### src/pps_params.svh
`ifndef PPS_PARAMS_SVH
`define PPS_PARAMS_SVH
// register byte offsets
`define PPS_OFF_CTRL      8'h00
`define PPS_OFF_MODE      8'h04
`define PPS_OFF_TARGET    8'h08
`define PPS_OFF_OPTS      8'h0C
`define PPS_OFF_LIMLO     8'h10
`define PPS_OFF_LIMHI     8'h14
`define PPS_OFF_WIN       8'h18
`define PPS_OFF_DWELL     8'h1C
`define PPS_OFF_FEWIN     8'h20
`define PPS_OFF_FETMO     8'h24
`define PPS_OFF_PROF      8'h28
`define PPS_OFF_STATUS    8'h2C
`define PPS_OFF_ACTPOS    8'h30
`define PPS_OFF_DEMPOS    8'h34
`define PPS_OFF_ACTIVE    8'h38
`define PPS_OFF_PEND      8'h3C
`define PPS_OFF_DRIVE     8'h40
// control word bits
`define PPS_CW_START      4
`define PPS_CW_IMMED      5
`define PPS_CW_REL        6
`define PPS_CW_HALT       8
`define PPS_CW_PASS       9
// status word bits
`define PPS_SW_REACHED    10
`define PPS_SW_LIMIT      11
`define PPS_SW_ACK        12
`define PPS_SW_FOLERR     13
// option code fields
`define PPS_OPT_REF_LSB   0
`define PPS_OPT_CLR_LSB   4
// drive input word bits
`define PPS_DRV_ATSPEED   0
`define PPS_DRV_CLOSED    1
`define PPS_DRV_SWINLIM   2
// values
`define PPS_MODE_PP       8'h01
`define PPS_PROF_JERK     8'h03
`define PPS_RST_LIMLO     32'h80000000
`define PPS_RST_LIMHI     32'h7FFFFFFF
`define PPS_RST_WIN       32'h0000000A
`define PPS_RST_DWELL     16'h0000
`define PPS_RST_FEWIN     32'h00000100
`define PPS_RST_FETMO     16'h000A
// timing
`define PPS_CLK_MHZ       200
`define PPS_CYCLE_US      1000
`define PPS_CYCLE_CLKS    (`PPS_CYCLE_US * `PPS_CLK_MHZ)
`endif

### src/pps_pkg.sv
package pps_pkg;
	typedef enum logic [2:0]
	{
		PPS_IDLE = 3'b001,
		PPS_MOVE = 3'b010,
		PPS_HALT = 3'b100
	} pps_state_t;
	typedef struct packed
	{
		pps_state_t  st;
		logic [17:0] tick_cnt;
		logic [15:0] ctrl;
		logic [7:0]  mode;
		logic [31:0] target;
		logic [7:0]  opts;
		logic [31:0] lim_lo;
		logic [31:0] lim_hi;
		logic [31:0] win;
		logic [15:0] dwell;
		logic [31:0] fe_win;
		logic [15:0] fe_tmo;
		logic [7:0]  prof;
		logic [15:0] ctrl_prev;
		logic        mode_prev;
		logic        ack;
		logic        reached;
		logic        limit;
		logic        folerr;
		logic [15:0] dwell_cnt;
		logic [15:0] fe_cnt;
		logic [31:0] act_goal;
		logic        act_pass;
		logic        pend_vld;
		logic [31:0] pend_goal;
		logic        pend_pass;
		logic [31:0] prev_goal;
		logic [31:0] act_smp;
		logic        ack_o;
		logic [31:0] rdat;
	} pps_regs_t;
endpackage

### src/pps_seq.sv
// Overview of operation
// - a travel command starts only on a rising start bit.
// - immediate bit applies new command at once, else after current move.
// - relative bit adds goal to reference chosen by option bits 0..1.
// - halt bit holds motor stopped; braking and restart ramps outside.
// - pass-through keeps speed, no braking before the first goal.
// - immediate overrides; else complete first, or pass through with bit 9.
// - pass-through ignored when ramp speed is not reached at goal; code checks at_speed when the goal is buffered, not at arrival.
// - goal-reached only after last goal and dwell inside window.
// - limit bit shows demand position outside software limits.
// - acknowledge follows start bit handshake.
// - queued command acknowledge clears when taken; commands during ack dropped.
// - no acknowledge for unreachable goal or already full buffer.
// - following-error bit after error over window past timeout.
// - host writes goal then start; device acks, moves, reports arrival.
// - option bits 4..5 let device clear the start bit itself.
// - ack drops when one more goal can be buffered; one goal queued.
// - full buffer ignores new goal; immediate bypasses buffer.
// - pass-through holds speed until goal, then next limits apply.
// - option value 0 references relative move to preceding goal.
// - actual position sampled each ms; sample is base after nonzero end speed; code uses it for any nonzero option value, end_vel_nonzero unused.
// - limit switch handling stays active in this mode.
// - moves respect speed, acceleration, deceleration and jerk limits.
// - control and status processed once per 1 ms cycle.
// - profile type 3 enables jerk limit, 0 leaves it unlimited.
//
// Implementation choices: the register offsets and register access over Wishbone.
`timescale 1ns/1ps
`default_nettype none
`include "pps_params.svh"
module pps_seq
	import pps_pkg::*;
#(
	// application cycle length in clocks; a bench may shorten it to keep runs brief
	parameter int unsigned CYCLE_CLKS = `PPS_CYCLE_CLKS
)
(
	// clock and reset
	input  wire logic        ref_clk,
	input  wire logic        resetn,
	// wishbone slave
	input  wire logic        wb_cyc_i,
	input  wire logic        wb_stb_i,
	input  wire logic        wb_we_i,
	input  wire logic [7:0]  wb_adr_i,
	input  wire logic [3:0]  wb_sel_i,
	input  wire logic [31:0] wb_dat_i,
	output logic      [31:0] wb_dat_o,
	output logic             wb_ack_o,
	// drive side
	input  wire logic [31:0] actual_pos,
	input  wire logic [31:0] demand_pos,
	input  wire logic        at_speed,
	input  wire logic        closed_loop,
	input  wire logic        end_vel_nonzero,
	input  wire logic        limit_sw_ok,
	output logic      [31:0] goal_pos,
	output logic             goal_load,
	output logic             pass_through,
	output logic             halt_req,
	output logic             jerk_limit_en,
	output logic             limit_sw_en
);
	// ***********************************************
	// state
	// ***********************************************
	pps_regs_t r_ff;
	pps_regs_t nxt_r;
	logic      tick;
	logic      wr;
	logic      rd;
	logic [31:0] wmask;
	logic      in_mode;
	logic      start_edge;
	logic      halt_edge;
	logic [31:0] ref_base;
	logic [31:0] new_goal;
	logic      goal_ok;
	logic      arrived;
	logic [31:0] perr;
	logic [31:0] ferr;
	logic [31:0] statw;
	logic      ld;

	// ***********************************************
	// combinational helpers
	// ***********************************************
	always_comb
	begin
		tick       = (r_ff.tick_cnt == 18'(CYCLE_CLKS - 1));
		// write lands at the edge where the master sees ack, never earlier
		wr         = wb_cyc_i && wb_stb_i && wb_we_i && r_ff.ack_o;
		rd         = wb_cyc_i && wb_stb_i && !wb_we_i && !r_ff.ack_o;
		wmask      = {{8{wb_sel_i[3]}}, {8{wb_sel_i[2]}}, {8{wb_sel_i[1]}}, {8{wb_sel_i[0]}}};
		in_mode    = (r_ff.mode == `PPS_MODE_PP);
		start_edge = r_ff.ctrl[`PPS_CW_START] && !r_ff.ctrl_prev[`PPS_CW_START];
		halt_edge  = r_ff.ctrl[`PPS_CW_HALT] && !r_ff.ctrl_prev[`PPS_CW_HALT];
		// reference: 0 preceding goal, otherwise sampled actual position
		if (r_ff.opts[`PPS_OPT_REF_LSB +: 2] == 2'b00)
			ref_base = r_ff.prev_goal;
		else
			ref_base = r_ff.act_smp;
		if (r_ff.ctrl[`PPS_CW_REL])
			new_goal = ref_base + r_ff.target;
		else
			new_goal = r_ff.target;
		goal_ok    = ($signed(new_goal) >= $signed(r_ff.lim_lo)) &&
			($signed(new_goal) <= $signed(r_ff.lim_hi));
		perr       = actual_pos - r_ff.act_goal;
		if (perr[31])
			perr = -perr;
		ferr       = actual_pos - demand_pos;
		if (ferr[31])
			ferr = -ferr;
		arrived    = (perr <= r_ff.win);
		statw      = 32'h00000000;
		statw[`PPS_SW_REACHED] = r_ff.reached;
		statw[`PPS_SW_LIMIT]   = r_ff.limit;
		statw[`PPS_SW_ACK]     = r_ff.ack;
		statw[`PPS_SW_FOLERR]  = r_ff.folerr;
	end

	// ***********************************************
	// next state
	// ***********************************************
	always_comb
	begin
		nxt_r = r_ff;
		ld    = 1'b0;
		nxt_r.tick_cnt = tick ? 18'h00000 : r_ff.tick_cnt + 18'h00001;
		// bus slave, one wait state free: ack one cycle after request
		nxt_r.ack_o = wb_cyc_i && wb_stb_i && !r_ff.ack_o;
		if (wr)
		begin
			case (wb_adr_i)
				`PPS_OFF_CTRL:   nxt_r.ctrl   = (r_ff.ctrl & ~wmask[15:0]) | (wb_dat_i[15:0] & wmask[15:0]);
				`PPS_OFF_MODE:   nxt_r.mode   = wb_sel_i[0] ? wb_dat_i[7:0] : r_ff.mode;
				`PPS_OFF_TARGET: nxt_r.target = (r_ff.target & ~wmask) | (wb_dat_i & wmask);
				`PPS_OFF_OPTS:   nxt_r.opts   = wb_sel_i[0] ? wb_dat_i[7:0] : r_ff.opts;
				`PPS_OFF_LIMLO:  nxt_r.lim_lo = (r_ff.lim_lo & ~wmask) | (wb_dat_i & wmask);
				`PPS_OFF_LIMHI:  nxt_r.lim_hi = (r_ff.lim_hi & ~wmask) | (wb_dat_i & wmask);
				`PPS_OFF_WIN:    nxt_r.win    = (r_ff.win & ~wmask) | (wb_dat_i & wmask);
				`PPS_OFF_DWELL:  nxt_r.dwell  = (r_ff.dwell & ~wmask[15:0]) | (wb_dat_i[15:0] & wmask[15:0]);
				`PPS_OFF_FEWIN:  nxt_r.fe_win = (r_ff.fe_win & ~wmask) | (wb_dat_i & wmask);
				`PPS_OFF_FETMO:  nxt_r.fe_tmo = (r_ff.fe_tmo & ~wmask[15:0]) | (wb_dat_i[15:0] & wmask[15:0]);
				`PPS_OFF_PROF:   nxt_r.prof   = wb_sel_i[0] ? wb_dat_i[7:0] : r_ff.prof;
				default:         nxt_r.rdat   = r_ff.rdat;
			endcase
		end
		nxt_r.rdat = 32'h00000000;
		if (rd)
		begin
			case (wb_adr_i)
				`PPS_OFF_CTRL:   nxt_r.rdat = {16'h0000, r_ff.ctrl};
				`PPS_OFF_MODE:   nxt_r.rdat = {24'h000000, r_ff.mode};
				`PPS_OFF_TARGET: nxt_r.rdat = r_ff.target;
				`PPS_OFF_OPTS:   nxt_r.rdat = {24'h000000, r_ff.opts};
				`PPS_OFF_LIMLO:  nxt_r.rdat = r_ff.lim_lo;
				`PPS_OFF_LIMHI:  nxt_r.rdat = r_ff.lim_hi;
				`PPS_OFF_WIN:    nxt_r.rdat = r_ff.win;
				`PPS_OFF_DWELL:  nxt_r.rdat = {16'h0000, r_ff.dwell};
				`PPS_OFF_FEWIN:  nxt_r.rdat = r_ff.fe_win;
				`PPS_OFF_FETMO:  nxt_r.rdat = {16'h0000, r_ff.fe_tmo};
				`PPS_OFF_PROF:   nxt_r.rdat = {24'h000000, r_ff.prof};
				`PPS_OFF_STATUS: nxt_r.rdat = statw;
				`PPS_OFF_ACTPOS: nxt_r.rdat = r_ff.act_smp;
				`PPS_OFF_DEMPOS: nxt_r.rdat = demand_pos;
				`PPS_OFF_ACTIVE: nxt_r.rdat = r_ff.act_goal;
				`PPS_OFF_PEND:   nxt_r.rdat = {r_ff.pend_vld, 31'h00000000};
				`PPS_OFF_DRIVE:  nxt_r.rdat = {29'h00000000, limit_sw_ok, closed_loop, at_speed};
				default:         nxt_r.rdat = 32'h00000000;
			endcase
		end
		// application cycle: everything below runs once per ms
		if (tick)
		begin
			nxt_r.ctrl_prev = r_ff.ctrl;
			nxt_r.mode_prev = in_mode;
			nxt_r.act_smp   = actual_pos;
			nxt_r.limit     = ($signed(demand_pos) < $signed(r_ff.lim_lo)) ||
				($signed(demand_pos) > $signed(r_ff.lim_hi));
			if (closed_loop && (ferr > r_ff.fe_win))
			begin
				if (r_ff.fe_cnt >= r_ff.fe_tmo)
					nxt_r.folerr = 1'b1;
				else
					nxt_r.fe_cnt = r_ff.fe_cnt + 16'h0001;
			end
			else
			begin
				nxt_r.fe_cnt = 16'h0000;
				nxt_r.folerr = 1'b0;
			end
			// ack returns low with the start bit, except while a goal waits
			if (!r_ff.ctrl[`PPS_CW_START] && !r_ff.pend_vld)
				nxt_r.ack = 1'b0;
			if (in_mode && !r_ff.mode_prev)
			begin
				nxt_r.pend_vld = 1'b0;
				nxt_r.ack      = 1'b0;
				nxt_r.st       = PPS_IDLE;
			end
			else if (in_mode && start_edge && !r_ff.ack && goal_ok)
			begin
				nxt_r.ack = 1'b1;
				if (r_ff.opts[`PPS_OPT_CLR_LSB +: 2] != 2'b00)
					nxt_r.ctrl[`PPS_CW_START] = 1'b0;
				if (r_ff.st == PPS_IDLE || r_ff.ctrl[`PPS_CW_IMMED])
				begin
					nxt_r.act_goal  = new_goal;
					nxt_r.act_pass  = 1'b0;
					nxt_r.prev_goal = new_goal;
					nxt_r.reached   = 1'b0;
					nxt_r.dwell_cnt = 16'h0000;
					nxt_r.pend_vld  = 1'b0;
					nxt_r.st        = PPS_MOVE;
					ld              = 1'b1;
				end
				else if (!r_ff.pend_vld)
				begin
					nxt_r.pend_vld  = 1'b1;
					nxt_r.pend_goal = new_goal;
					nxt_r.pend_pass = r_ff.ctrl[`PPS_CW_PASS] && at_speed;
					nxt_r.prev_goal = new_goal;
				end
			end
			// trade-off: with pass-through the buffered goal is taken on arrival, no dwell
			case (r_ff.st)
				PPS_IDLE:
				begin
					// leaving idle is done by the start path above
				end
				PPS_MOVE:
				begin
					if (halt_edge || r_ff.ctrl[`PPS_CW_HALT])
						nxt_r.st = PPS_HALT;
					else if (!ld && arrived && r_ff.pend_vld && r_ff.pend_pass)
					begin
						nxt_r.act_goal = r_ff.pend_goal;
						nxt_r.pend_vld = 1'b0;
						ld             = 1'b1;
					end
					else if (!ld && arrived)
					begin
						if (r_ff.dwell_cnt >= r_ff.dwell)
						begin
							if (r_ff.pend_vld)
							begin
								nxt_r.act_goal  = r_ff.pend_goal;
								nxt_r.pend_vld  = 1'b0;
								nxt_r.dwell_cnt = 16'h0000;
								ld              = 1'b1;
							end
							else
							begin
								nxt_r.reached = 1'b1;
								nxt_r.st      = PPS_IDLE;
							end
						end
						else
							nxt_r.dwell_cnt = r_ff.dwell_cnt + 16'h0001;
					end
					else
						nxt_r.dwell_cnt = 16'h0000;
				end
				PPS_HALT:
				begin
					if (!r_ff.ctrl[`PPS_CW_HALT])
						nxt_r.st = PPS_MOVE;
				end
				default:
				begin
					nxt_r.st = PPS_IDLE;
				end
			endcase
			nxt_r.act_pass = (nxt_r.pend_vld && nxt_r.pend_pass);
		end
	end

	// ***********************************************
	// registers
	// ***********************************************
	always_ff @(posedge ref_clk or negedge resetn)
	begin
		if (!resetn)
		begin
			r_ff        <= '0;
			r_ff.st     <= PPS_IDLE;
			r_ff.lim_lo <= `PPS_RST_LIMLO;
			r_ff.lim_hi <= `PPS_RST_LIMHI;
			r_ff.win    <= `PPS_RST_WIN;
			r_ff.dwell  <= `PPS_RST_DWELL;
			r_ff.fe_win <= `PPS_RST_FEWIN;
			r_ff.fe_tmo <= `PPS_RST_FETMO;
		end
		else
			r_ff <= nxt_r;
	end

	// ***********************************************
	// outputs
	// ***********************************************
	logic load_ff;
	always_ff @(posedge ref_clk or negedge resetn)
	begin
		if (!resetn)
			load_ff <= 1'b0;
		else
			load_ff <= ld;
	end
	assign wb_dat_o      = r_ff.rdat;
	assign wb_ack_o      = r_ff.ack_o;
	assign goal_pos      = r_ff.act_goal;
	assign goal_load     = load_ff;
	assign pass_through  = r_ff.act_pass;
	assign halt_req      = (r_ff.st == PPS_HALT);
	assign jerk_limit_en = (r_ff.prof == `PPS_PROF_JERK);
	assign limit_sw_en   = in_mode;

	// ***********************************************
	// checks
	// ***********************************************
	chk_ack_needs_edge: assert property (@(posedge ref_clk) disable iff (!resetn)
		$rose(r_ff.ack) |-> $past(start_edge) && $past(tick))
		else $error("ack rose without start edge");
	chk_ack_no_bad: assert property (@(posedge ref_clk) disable iff (!resetn)
		(tick && start_edge && !goal_ok && !r_ff.ack) |=> !r_ff.ack)
		else $error("ack given for invalid goal");
	chk_reached_dwell: assert property (@(posedge ref_clk) disable iff (!resetn)
		$rose(r_ff.reached) |-> !r_ff.pend_vld && $past(arrived))
		else $error("reached without arrival");
	chk_immed_load: assert property (@(posedge ref_clk) disable iff (!resetn)
		(tick && in_mode && r_ff.mode_prev && start_edge && !r_ff.ack && goal_ok &&
		r_ff.ctrl[`PPS_CW_IMMED]) |=> (r_ff.act_goal == $past(new_goal)) && goal_load)
		else $error("immediate goal not applied");
	chk_buf_full: assert property (@(posedge ref_clk) disable iff (!resetn)
		(tick && r_ff.pend_vld && !r_ff.ctrl[`PPS_CW_IMMED] && r_ff.st == PPS_MOVE && !arrived)
		|=> r_ff.pend_goal == $past(r_ff.pend_goal))
		else $error("full buffer overwritten");
	chk_halt_state: assert property (@(posedge ref_clk) disable iff (!resetn)
		(tick && r_ff.st == PPS_MOVE && r_ff.ctrl[`PPS_CW_HALT]) |=> halt_req)
		else $error("halt not taken");
	chk_mode_flush: assert property (@(posedge ref_clk) disable iff (!resetn)
		(tick && in_mode && !r_ff.mode_prev) |=> !r_ff.ack && !r_ff.pend_vld)
		else $error("mode entry did not flush");
	chk_folerr_loop: assert property (@(posedge ref_clk) disable iff (!resetn)
		(tick && !closed_loop) |=> !r_ff.folerr)
		else $error("following error in open loop");
	chk_tick_only: assert property (@(posedge ref_clk) disable iff (!resetn)
		!$past(tick) |-> $stable(r_ff.ack) && $stable(r_ff.st))
		else $error("state changed off cycle");
	cov_buffered: cover property (@(posedge ref_clk) disable iff (!resetn) $rose(r_ff.pend_vld));
	cov_reached: cover property (@(posedge ref_clk) disable iff (!resetn) $rose(r_ff.reached));
	cov_halt: cover property (@(posedge ref_clk) disable iff (!resetn) $rose(halt_req));
	cov_pass: cover property (@(posedge ref_clk) disable iff (!resetn) $rose(pass_through));
endmodule
`default_nettype wire

### config.mk
export PLATFORM = sky130hd
export DESIGN_NAME = pps_seq
export DESIGN_NICKNAME = d
export VERILOG_FILES = /design/src/pps_pkg.sv /design/src/pps_seq.sv
export VERILOG_INCLUDE_DIRS = /design/src
export SDC_FILE = /design/constraint.sdc
export NUM_CORES = 2
export LEC_CHECK = 0
export BUFFER_PORTS_ARGS = -buffer_cell sky130_fd_sc_hd__buf_2
export CAP_MARGIN = 20
export CORE_MARGIN = 2
export CORE_UTILIZATION = 55
export DETAILED_ROUTE_END_ITERATION = 7
export GPL_TIMING_DRIVEN = 1
export PLACE_DENSITY = 0.76
export SETUP_SLACK_MARGIN = 0.2
export SLEW_MARGIN = 20
export SYNTH_ARGS = -nofsm -noshare
export SYNTH_HDL_FRONTEND = slang
export SYNTH_SLANG_ARGS = --single-unit
export TNS_END_PERCENT = 5
### constraint.sdc
create_clock -name ref_clk -period 6.1 [get_ports ref_clk]
set_clock_uncertainty 0.15 [all_clocks]
set_input_delay 0.61 -clock ref_clk [delete_from_list [all_inputs] [get_ports ref_clk]]
set_output_delay 0.61 -clock ref_clk [all_outputs]
set_load 0.01 [all_outputs]
==> results.md <==
* Status: finished, violations left
* Failing checks: DRC, setup timing
* Drc violations at 33
* EDFF count, synth at 0
* Setup violators final at 70
* Unrepaired setup endpoints after global routing: yes
* Initial antenna violation count at 18
* Syn nets at 4020
* Commonest non-fill, non-tap cells in the layout: buf_4 (469), dfrtp_1 (417), nand2_1 (320), ha_1 (299), inv_1 (283)
* Clock tree buffer depth at 3
* Worst endpoint data arrival time at 6.80 ns
* Layout cell share with drive strength beyond 1 at 0.3130
* Total die area at 62500 um^2
* Mapped Area at 33290 um^2
* Top FF cell, synth: dfrtp_1
* Final-report hold violation count at 0
* Vias in the first global route at 31060
* Std cell rows at 90
* PortBufs at 185
* Clk_lat worst skew at 0.63 ns
* TNS Setup at -11.62 ns
* Min Hold Slack at 0.08564 ns
* DRT antenna net count at 0
* Crit Path Max Fanout at 7
* Largest net degree at the start of global routing at 173
* Crit-path leading delay family: compound AO/OA/AOI/OAI gates
* Critical path launch point: r_ff[386]
* Seq cells post-synth at 456
* Post-DP HPWL at 94070 um
* Worst vdd ir at 0.3891 mV
* Worst-path clk slew at 0.07 ns
* Tot GR Track Use at 0.3887
* Critical-path top delay cell: or3_4
* # fillers at 4494
* Height of the chip at 250.0 um
* Initial Utilization at 0.5535
* Boundary pin count at 187
* Worst EP required at 6.48 ns
* Total Routed Length at 125800 um
* CTS tree: yes
* Die W at 250.0 um
* Fin crit share at 1.052
* CP bufs+invs at 10
* Area growth syn-to-layout at 24.69%
* Yosys warns at 0
* Pwr/cell area at 193.5 nW/um^2
* Worst-margin pin slew at 1.132 ns
* Seq/Total Area, Yosys at 0.3442
* Most common cell after layout, fill and taps aside: buf_4
* Gate Count Post-Synth at 3579
* PnR worst setup slack at -0.3199 ns
* Drt first pass iters at 8
* Grt ovf at 0
* Power after layout at 0.008033 W
* Inserted Clock Buffers at 51
* CP Launch Type: flop
* Max transition margin at 0.2348
* Synth cell types at 102
* Max Cap Violations at 0
* Syn Area/Cell at 9.300 um^2
* Setup WS pre-CTS at -0.4987 ns
* Hold Path Class: input pin to flop
* Fmax at 155.8 MHz
* Via count at 32190
* Root Driver: clkbuf_16
* Via density per instance at 6.470
* RR Startpoint: r_ff[386]
* # H-tree levels at 2
* Async S/R FF share, synth at 1.000
* DR WL/cell at 25.29 um
* Setup Crit Path Kind: flop to flop
* CORE AREA at 60130 um^2
* Final number of max-transition violations at 0
* Hold_sp: actual_pos[9]
* First-pass GRT wire length at 185200 um
* CTS Sinks at 456
* CP Capture Type: flop
* First DRT Iteration DRCs at 4594
* Pleak at 19.40 nW
* CP dominant cell by count: buf_4
* Gpl congestion at 0.9925
* Fin crit period at 6.420 ns
* CP peak stage delay at 0.46 ns
* Nets at 4584
==> routing by layer <==
layer / global-route usage / up-vias / share of wire
li1: - / 14150 / -
met1: 0.5171 / 15590 / 0.38
met2: 0.5810 / 2037 / 0.43
met3: 0.1212 / 403 / 0.14
met4: 0.1757 / 12 / 0.051
met5: 0 / - / 0.00071
==> repair_timing <==
action	CTS	global route
hold buffers	1	0
setup buffers	30	19
gates cloned	3	2
hold endpoints to repair	44	0
endpoints found under the setup margin	126	139
gates resized for setup	125	132
pin swaps	54	42
==> power breakdown <==
part           total, W  switching (W)  internal, W
logic           0.00165       0.000893     0.000762
clock network   0.00334        0.00137      0.00197
registers       0.00303     0.00000455      0.00303
==> kinds of logic (layout without fill, tap and decap cells) <==
logic type                 count (synthesis)  in the layout  share of synthesized area
and+or+nand+nor                          952            953                     0.1421
xor gates and xnor gates                 159            159                    0.04184
muxes                                    309            309                     0.1031
adders and majority gates                324            324                     0.1225
buffers and inverters                    479           1084                    0.06229
DFF                                      456            456                     0.3442
other                                      0              8                          0
AOI/OAI and AO/OA                        900            900                     0.1840
==> final timing paths <==
kind / to / slack (ns) / cells past startpoint
setup / recovery: pass_through / -0.32 / 31
max in group asynchronous: r_ff[57] / 4.12 / 3
hold reg to reg: wb_ack_o / 0.32 / 1
hold / removal: r_ff[42] / 0.09 / 3
setup reg to reg: pass_through / -0.32 / 31
min in group asynchronous: r_ff[164] / 0.33 / 2
==> cell usage after synthesis, types with 39 or more instances <==
cell type,count,area share
clkbuf_1,98,0.011
mux2i_1,39,0.012
xor2_1,73,0.019
nand4_1,60,0.011
mux2_2,270,0.091
dfrtp_1,418,0.31
a222oi_1,52,0.016
a22oi_1,53,0.012
buf_4,68,0.015
nand2_1,334,0.038
nand2b_1,41,0.0077
a21oi_1,194,0.029
nor2_1,200,0.023
o21ai_0,174,0.026
nand3_1,62,0.0093
a21o_1,86,0.019
a31oi_1,48,0.0090
ha_1,321,0.12
nor3_1,50,0.0075
xnor2_1,86,0.023
inv_1,289,0.033
==> tightest hold or removal path: cells and delay by family <==
family | cells | cell delay, ns
and+or+nand+nor | 2 | 0.10
buffers and inverters | 1 | 0.12
==> layout make-up <==
class	instances	area, um^2	share of cell area
inverter	290	1101	0.02653
tap	782	978.4	0.02358
clock buffer	71	1454	0.03503
timing repair buffer	699	5175	0.1247
antenna	8	20.02	0.0004824
multi-input combinational	2645	20980	0.5055
sequential	456	11460	0.2761
clock inverter	24	336.6	0.008110
==> stage by stage <==
stage | area (um^2) | std cells | utilization
3_5_place_dp | 38020 | 4817 | 0.6323
2_1_floorplan | 33430 | 3579 | -
3_3_place_gp | 38020 | 4817 | 0.6323
6_report | 41500 | 4975 | 0.6902
5_1_grt | 41500 | 4973 | 0.6901
4_1_cts | 40790 | 4946 | 0.6783
Power figures use the tool's default switching activity.
